==> src/rtl/cfgp_defines.vh <==
`ifndef CFGP_DEFINES_VH
`define CFGP_DEFINES_VH

// APB byte addresses
`define CFGP_ADDR_W 8
`define CFGP_OFS_KEY 8'h04
`define CFGP_OFS_STATUS 8'h08
`define CFGP_OFS_REFUSED 8'h0C

// Key values
`define CFGP_IO_UNLOCK_KEY 8'hD8
`define CFGP_SELF_PROGRAM_KEY 8'h9D
`define CFGP_KEY_RESET 8'h00

// Window identifiers and field positions
`define CFGP_WIN_IO 0
`define CFGP_WIN_SPM 1
`define CFGP_NUM_WIN 2
`define CFGP_STAT_CNT_LSB 2
`define CFGP_STAT_CNT_MSB 4

// Window length in executed instructions
`define CFGP_WINDOW_INSTR 3'h4
`define CFGP_CNT_W 3

`endif

==> src/rtl/cfgp_apb_slave.v <==
`timescale 1ns/1ns
`default_nettype none
`include "cfgp_defines.vh"

module cfgp_apb_slave #(
    parameter ADDR_W = `CFGP_ADDR_W
) (
    // Clock and reset
    input wire ref_clk_in,
    input wire rst_in,
    // APB
    input wire psel_in,
    input wire penable_in,
    input wire pwrite_in,
    input wire [ADDR_W-1:0] paddr_in,
    input wire [31:0] pwdata_in,
    output wire pready_out,
    output wire pslverr_out,
    output wire [31:0] prdata_out,
    // Register file side
    output wire wr_stb_out,
    output wire [ADDR_W-1:0] addr_out,
    output wire [31:0] wdata_out,
    input wire [31:0] rdata_in,
    input wire hit_in
);
    reg [31:0] prdata_reg;
    reg [31:0] prdata_next;
    wire setup;
    wire access;

    assign setup = psel_in & ~penable_in;
    assign access = psel_in & penable_in;

    // Zero wait states: every access completes in its first access cycle
    assign pready_out = 1'b1;
    assign pslverr_out = access & ~hit_in;
    assign wr_stb_out = access & pwrite_in & hit_in;
    assign addr_out = paddr_in;
    assign wdata_out = pwdata_in;
    assign prdata_out = prdata_reg;

    // Read data captured in the setup cycle so it stands through the access phase
    always @* begin
        prdata_next = prdata_reg;
        if (setup & ~pwrite_in) begin
            prdata_next = hit_in ? rdata_in : 32'h0000_0000;
        end
    end

    always @(posedge ref_clk_in) begin
        if (rst_in) begin
            prdata_reg <= 32'h0000_0000;
        end else begin
            prdata_reg <= prdata_next;
        end
    end
endmodule // cfgp_apb_slave

`default_nettype wire

==> src/rtl/cfgp_config_change_protect.v <==
`timescale 1ns/1ns
`default_nettype none
`include "cfgp_defines.vh"

module cfgp_config_change_protect #(
    parameter ADDR_W = `CFGP_ADDR_W,
    parameter IRQ_W = 2,
    parameter CNT_W = `CFGP_CNT_W
) (
    // Clock and reset
    input wire ref_clk_in,
    input wire rst_in,
    // APB slave
    input wire psel_in,
    input wire penable_in,
    input wire pwrite_in,
    input wire [ADDR_W-1:0] paddr_in,
    input wire [31:0] pwdata_in,
    output wire pready_out,
    output wire pslverr_out,
    output wire [31:0] prdata_out,
    // CPU execution events, one-cycle pulses
    input wire instr_done_in,
    input wire io_write_in,
    input wire mem_access_in,
    input wire sleep_in,
    // Protected write request and its gated strobe
    input wire prot_write_req_in,
    output wire prot_write_ok_out,
    // Memory controller command request and its gated strobe
    input wire nvm_cmd_req_in,
    output wire nvm_cmd_ok_out,
    // Interrupt gating
    input wire [IRQ_W-1:0] irq_pending_in,
    output wire [IRQ_W-1:0] irq_take_out,
    output wire irq_hold_out,
    // Window state
    output wire io_unlocked_out,
    output wire spm_unlocked_out
);
    localparam NW = `CFGP_NUM_WIN;
    localparam WIO = `CFGP_WIN_IO;
    localparam WSP = `CFGP_WIN_SPM;

    // Bus side
    wire wr_stb;
    wire [ADDR_W-1:0] bus_addr;
    wire [31:0] bus_wdata;
    reg [31:0] bus_rdata;
    reg bus_hit;

    // Decoded writes
    wire key_wr;
    wire refused_wr;
    wire [7:0] key_val;
    wire io_key_hit;
    wire spm_key_hit;

    // Window control
    wire [NW-1:0] win_open;
    wire [NW-1:0] win_kill;
    wire [NW-1:0] win_active;
    wire [NW*CNT_W-1:0] win_count;
    wire any_open;
    wire [CNT_W-1:0] remain;

    // Refused attempt flags, software clears by writing one
    reg [1:0] refused_reg;
    reg [1:0] refused_next;
    wire io_refused;
    wire spm_refused;

    // Key register readback
    wire [7:0] key_read;

    cfgp_apb_slave #(
        .ADDR_W(ADDR_W)
    ) u_apb (
        .ref_clk_in(ref_clk_in),
        .rst_in(rst_in),
        .psel_in(psel_in),
        .penable_in(penable_in),
        .pwrite_in(pwrite_in),
        .paddr_in(paddr_in),
        .pwdata_in(pwdata_in),
        .pready_out(pready_out),
        .pslverr_out(pslverr_out),
        .prdata_out(prdata_out),
        .wr_stb_out(wr_stb),
        .addr_out(bus_addr),
        .wdata_out(bus_wdata),
        .rdata_in(bus_rdata),
        .hit_in(bus_hit)
    );

    assign key_wr = wr_stb & (bus_addr == `CFGP_OFS_KEY);
    assign refused_wr = wr_stb & (bus_addr == `CFGP_OFS_REFUSED);
    assign key_val = bus_wdata[7:0];

    // Only the two exact key values open anything; any other value is dropped
    assign io_key_hit = key_wr & (key_val == `CFGP_IO_UNLOCK_KEY);
    assign spm_key_hit = key_wr & (key_val == `CFGP_SELF_PROGRAM_KEY);

    // A new key of one kind ends the other kind's window
    assign win_open[WIO] = io_key_hit;
    assign win_open[WSP] = spm_key_hit;

    // The key write itself arrives on the bus, so io_write_in never carries it
    assign win_kill[WIO] = io_write_in | mem_access_in | sleep_in | spm_key_hit;
    assign win_kill[WSP] = mem_access_in | sleep_in | io_key_hit;

    // One countdown per window, opened by its key and stepped per instruction
    genvar gi;
    generate
        for (gi = 0; gi < NW; gi = gi + 1) begin : g_win
            cfgp_window_timer #(
                .CNT_W(CNT_W),
                .LENGTH(`CFGP_WINDOW_INSTR)
            ) u_timer (
                .ref_clk_in(ref_clk_in),
                .rst_in(rst_in),
                .open_in(win_open[gi]),
                .kill_in(win_kill[gi]),
                .step_in(instr_done_in),
                .active_out(win_active[gi]),
                .count_out(win_count[gi*CNT_W +: CNT_W])
            );
        end
    endgenerate

    assign io_unlocked_out = win_active[WIO];
    assign spm_unlocked_out = win_active[WSP];
    assign any_open = |win_active;

    // Remaining instructions of whichever window is open
    assign remain = win_active[WIO] ? win_count[WIO*CNT_W +: CNT_W]
                                    : win_count[WSP*CNT_W +: CNT_W];

    // Gated strobes; the closing access itself still completes in its cycle
    assign prot_write_ok_out = prot_write_req_in & win_active[WIO];
    assign nvm_cmd_ok_out = nvm_cmd_req_in & win_active[WSP];
    assign io_refused = prot_write_req_in & ~win_active[WIO];
    assign spm_refused = nvm_cmd_req_in & ~win_active[WSP];

    // Requests keep their flags in the interrupt controller; only service waits
    assign irq_hold_out = any_open;
    assign irq_take_out = irq_pending_in & {IRQ_W{~any_open}};

    // Status bits only: the key value itself is never stored or read back
    assign key_read = {6'b00_0000, win_active[WSP], win_active[WIO]};

    // Refused flags: a new refusal in the clearing cycle survives the clear
    always @* begin
        refused_next = refused_reg;
        if (refused_wr) begin
            refused_next = refused_reg & ~bus_wdata[1:0];
        end
        if (io_refused) begin
            refused_next[0] = 1'b1;
        end
        if (spm_refused) begin
            refused_next[1] = 1'b1;
        end
    end

    always @(posedge ref_clk_in) begin
        if (rst_in) begin
            refused_reg <= 2'b00;
        end else begin
            refused_reg <= refused_next;
        end
    end

    // Read decode; unmapped addresses answer with an error
    always @* begin
        bus_rdata = 32'h0000_0000;
        bus_hit = 1'b1;
        case (bus_addr)
            `CFGP_OFS_KEY: begin
                bus_rdata = {24'h00_0000, key_read};
            end
            `CFGP_OFS_STATUS: begin
                bus_rdata[WIO] = win_active[WIO];
                bus_rdata[WSP] = win_active[WSP];
                bus_rdata[`CFGP_STAT_CNT_MSB:`CFGP_STAT_CNT_LSB] = remain;
            end
            `CFGP_OFS_REFUSED: begin
                bus_rdata[1:0] = refused_reg;
            end
            default: begin
                bus_hit = 1'b0;
            end
        endcase
    end
endmodule // cfgp_config_change_protect

`default_nettype wire

==> src/rtl/cfgp_window_timer.v <==
`timescale 1ns/1ns
`default_nettype none
`include "cfgp_defines.vh"

module cfgp_window_timer #(
    parameter CNT_W = `CFGP_CNT_W,
    parameter [CNT_W-1:0] LENGTH = `CFGP_WINDOW_INSTR
) (
    // Clock and reset
    input wire ref_clk_in,
    input wire rst_in,
    // Control
    input wire open_in,
    input wire kill_in,
    input wire step_in,
    // State
    output wire active_out,
    output wire [CNT_W-1:0] count_out
);
    reg [CNT_W-1:0] count_reg;
    reg [CNT_W-1:0] count_next;

    assign active_out = (count_reg != {CNT_W{1'b0}});
    assign count_out = count_reg;

    // A fresh key restarts the window even if a closing access lands alongside
    always @* begin
        count_next = count_reg;
        if (open_in) begin
            count_next = LENGTH;
        end else if (kill_in) begin
            count_next = {CNT_W{1'b0}};
        end else if (step_in && active_out) begin
            count_next = count_reg - {{(CNT_W-1){1'b0}}, 1'b1};
        end
    end

    always @(posedge ref_clk_in) begin
        if (rst_in) begin
            count_reg <= {CNT_W{1'b0}};
        end else begin
            count_reg <= count_next;
        end
    end
endmodule // cfgp_window_timer

`default_nettype wire

==> config.mk <==
export PLATFORM = sky130hd
export DESIGN_NAME = cfgp_config_change_protect
export DESIGN_NICKNAME = d
export VERILOG_FILES = /design/src/rtl/cfgp_apb_slave.v /design/src/rtl/cfgp_config_change_protect.v /design/src/rtl/cfgp_window_timer.v
export VERILOG_INCLUDE_DIRS = /design/src /design/src/rtl
export SDC_FILE = /design/constraint.sdc
export NUM_CORES = 1
export LEC_CHECK = 0
export CORE_ASPECT_RATIO = 1.2
export CORE_UTILIZATION = 59
export CTS_BUF_LIST = sky130_fd_sc_hd__clkbuf_8
export DETAILED_ROUTE_END_ITERATION = 8
export DONT_BUFFER_PORTS = 1
export HOLD_SLACK_MARGIN = 0.1
export PLACE_DENSITY_LB_ADDON = 0.15
export RECOVER_POWER = 100
export SYNTH_ARGS = -nofsm -noshare
export SYNTH_HDL_FRONTEND = slang
export SYNTH_SLANG_ARGS = --single-unit
==> constraint.sdc <==
create_clock -name ref_clk_in -period 1.5 [get_ports ref_clk_in]
set_input_delay 0.15 -clock ref_clk_in [delete_from_list [all_inputs] [get_ports ref_clk_in]]
set_output_delay 0.15 -clock ref_clk_in [all_outputs]
set_load 0.1 [all_outputs]
==> run summary <==
From bottom edge to top edge, the die measures 50.5 um. The later-pin clock latency in the skew report is 250 ps. The biggest area contributor in the post-synthesis netlist is sky130_fd_sc_hd__dfxtp_1. The power consumption came out at 0.00109 W. The number of ports placed on the die boundary is 94. Row generation in the floorplan step produced 17 rows.

The average cell area after synthesis came out at 8.39 um2. In this run, synthesis inferred 0 flip-flops with an integrated enable. The area fraction of the dominant cell type after synthesis is 22.5%. The sequential element share of the synthesized area is 22.5%. Global routing finished with a remaining overflow of 0. The worst vdd rail ir drop is 0.709 mV.

The final routed wirelength across all metal layers came out at 3610 um. The number of sinks on the clock net came out at 13. The via count of the first global-routing pass is 1078. Yosys instantiated no cell more often than sky130_fd_sc_hd__buf_4. The smallest setup slack after layout came out at -149 ps. The compound-gate portion of the synthesized area is 20.0%. The worst setup skew after layout came out at 1.99 ps.

The basic-gate share of the synthesized area counting and, or, nand and nor cells is 29.2%. The number of antenna violations at the first check in global routing is 0. The synthesized-area fraction occupied by adder cells is 4.32%. The first-pass GRT wire length is 4500 um. The number of buffers inserted during clock tree synthesis came out at 3. Routability-driven placement finished with a final weighted congestion of 0.821.

Setup repair after global routing could not meet its margin everywhere. The register with the most flip-flops in the layout has 6 of them. The transition time at the pin with the least slew margin is 546 ps. The final count of pins violating max slew was 0. The layout cell share with drive strength beyond 1 is 44.5%.

The main combinational cell family by area after synthesis is simple AND/OR/NAND/NOR gates. The wire-length estimate of the detail-placed layout is 1820 um. The first detailed-routing pass ran for 4 iterations.

The die is 42.4 um wide. The time the final worst path needs with I/O delays and setup came out at 1650 ps. The flow ran to the end, but the final reports show violations. The area added between synthesis and finish came out at 44.3%.

The main flop type after synthesis is sky130_fd_sc_hd__dfxtp_1. After the first detailed-routing iteration, the DRC count stood at 31. The post-layout net count is 240. The worst-case clock buffer depth came out at 2. STA classifies the critical path startpoint as a register.

The number of cells produced by synthesis is 138. The starting density of the core is 62.5%. After synthesis, the most frequently instantiated cells are sky130_fd_sc_hd__buf_4 (29), sky130_fd_sc_hd__dfxtp_1 (13), sky130_fd_sc_hd__nand2_1 (13).

The number of H-tree levels is 1. The clock-pin transition on the worst setup and hold timing paths came out at 60 ps. The worst slew margin relative to its limit came out at 63.8%. The post-layout utilization of the core came out at 90.3%. TritonCTS built the clock tree. In the final routed layout, each cell accounts on average for 18.0 um. The multiplexer fraction of the synthesized cell area came out at 0%. Global routing used 27.5% of the available tracks across all layers.

Setup violations remaining at the end of the flow were counted as 16. The count of nets left with antenna violations after detail routing came out at 0. The DRC violation count after routing is 0.

The port buffer count came out at 0. The worst setup path is of the register to register kind. The placeable core region came out at 1850 um2. The achievable frequency came out at 0.606 GHz.

In this run the clock root is driven by a sky130_fd_sc_hd__clkbuf_8. Power spread over the standard cell area amounts to 655 nW/um2. The total count of hold-check failures in the final report is 0. The via density per instance is 5.84. The full die area came out at 2140 um2. The data arrival time of the critical path came out at 1780 ps. The path class of the tightest hold or removal check is input port to register.

0 antenna diodes ended up in the layout. After synthesis, the netlist uses 45 different library cells. By area the synthesized netlist is led by sky130_fd_sc_hd__dfxtp_1 (22%), sky130_fd_sc_hd__buf_4 (19%), sky130_fd_sc_hd__ha_1 (4.3%).

The count of maximum capacitance violations came out at 0. The static power due to leakage came out at 0.714 nW. The largest net degree at the start of global routing is 10.

The mapped netlist covers 1160 um2. The fraction of synthesized cell area in xor and xnor cells is 1.51%. Summing over every cut layer, the via total after detailed routing is 1174. The worst setup path is captured at a register. The setup TNS after final layout came out at -1020 ps. The share of synthesized registers carrying an async set or reset is 0%.

For the worst setup path, the data required time is 1630 ps. The final reports fail on negative setup slack. The maximum fanout count along the critical path came out at 6. The portion of the clock cycle consumed by the worst path in the final layout is 110%. The synthesis-stage register bit count came out at 13. The warning count from the yosys run is 0.
## final timing paths
| check | start | to | slack (ps) | cells after the start |
|---|---|---|---|---|
| worst max-delay path | g_win[1].u_timer.count_out[0] | g_win[1].u_timer.count_out[0] | -150 | 9 |
| worst min-delay path | instr_done_in | g_win[0].u_timer.count_out[1] | 100 | 2 |
| worst max register to register | g_win[1].u_timer.count_out[0] | g_win[1].u_timer.count_out[0] | -150 | 9 |
| worst min register to register | u_apb.prdata_out[1] | u_apb.prdata_out[1] | 460 | 2 |
## per-layer routing
metal  share of wire, %  global-route usage [%]
met4                2.7                    14.1
met1                 37                    27.2
met2                 55                    53.6
met5                  0                       0
met3                6.2                    4.32
## repair_timing
item	4_1_cts	5_1_grt
buffers inserted	14	8
hold endpoints to repair	11	0
pin swaps	6	16
gates resized for setup	10	21
endpoints found under the setup margin	8	14
hold buffers	7	0
## final cells by class
cell class	instances	area [um2]
multi-input combinational	113	871
timing repair buffer	45	418
sequential	13	265
fill	76	180
inverter	7	47.5
clock buffer	3	41.3
tap	19	23.8
clock inverter	1	3.75
## worst max-delay path, cell delays in order, from the launching register on
cell and delay (ps):
sky130_fd_sc_hd__dfxtp_2 330, sky130_fd_sc_hd__inv_2 80, sky130_fd_sc_hd__ha_4 140, sky130_fd_sc_hd__nor2b_4 220, sky130_fd_sc_hd__clkinvlp_4 170, sky130_fd_sc_hd__buf_4 160, sky130_fd_sc_hd__buf_6 110, sky130_fd_sc_hd__nand2_1 100
sky130_fd_sc_hd__xnor2_1 150, sky130_fd_sc_hd__nor2_1 70
## where the power goes
part	switching (W)	total (W)	leakage, nW	internal (W)
Sequential	0.00000280	0.000352	0.107	0.000349
Combinational	0.000372	0.000430	0.580	0.0000579
Clock	0.000131	0.000312	0.0269	0.000181
## through the flow
| step | hold slack, ps | area [um2] | setup WS [ps] | cells |
|---|---|---|---|---|
| after floorplan | 225 | 1320 | -304 | 164 |
| after global placement | 223 | 1270 | -39.3 | 168 |
| after detailed placement | 223 | 1270 | -38.7 | 168 |
| after CTS | 101 | 1520 | -74.6 | 193 |
| after global routing | 108 | 1670 | -194 | 201 |
| final | 101 | 1670 | -149 | 201 |
## logic make-up after synthesis
group | count (synthesis)
AO/OA/AOI/OAI | 28
flip-flops | 13
adder cells (fa/ha/maj) | 4
XOR/XNOR | 2
buffers and inverters | 38
AND/OR/NAND/NOR | 51
other | 2
## layout by cell type (no fill, tap or decap), types with 3 or more instances in the layout
cell                             n
sky130_fd_sc_hd__buf_4          22
sky130_fd_sc_hd__dlygate4sd3_1   7
sky130_fd_sc_hd__and3_1          3
sky130_fd_sc_hd__buf_6           6
sky130_fd_sc_hd__and3_4          3
sky130_fd_sc_hd__nor3b_1         3
sky130_fd_sc_hd__ha_4            3
sky130_fd_sc_hd__a21oi_2         4
sky130_fd_sc_hd__buf_12          3
sky130_fd_sc_hd__conb_1         28
sky130_fd_sc_hd__nor2_1          4
sky130_fd_sc_hd__nand2_1        11
sky130_fd_sc_hd__dfxtp_1         9
sky130_fd_sc_hd__a21oi_1         5
sky130_fd_sc_hd__a21o_1          3
sky130_fd_sc_hd__clkbuf_8        3
sky130_fd_sc_hd__clkbuf_2        5
sky130_fd_sc_hd__dfxtp_2         4
No activity file was read; power rests on OpenSTA's default activity.
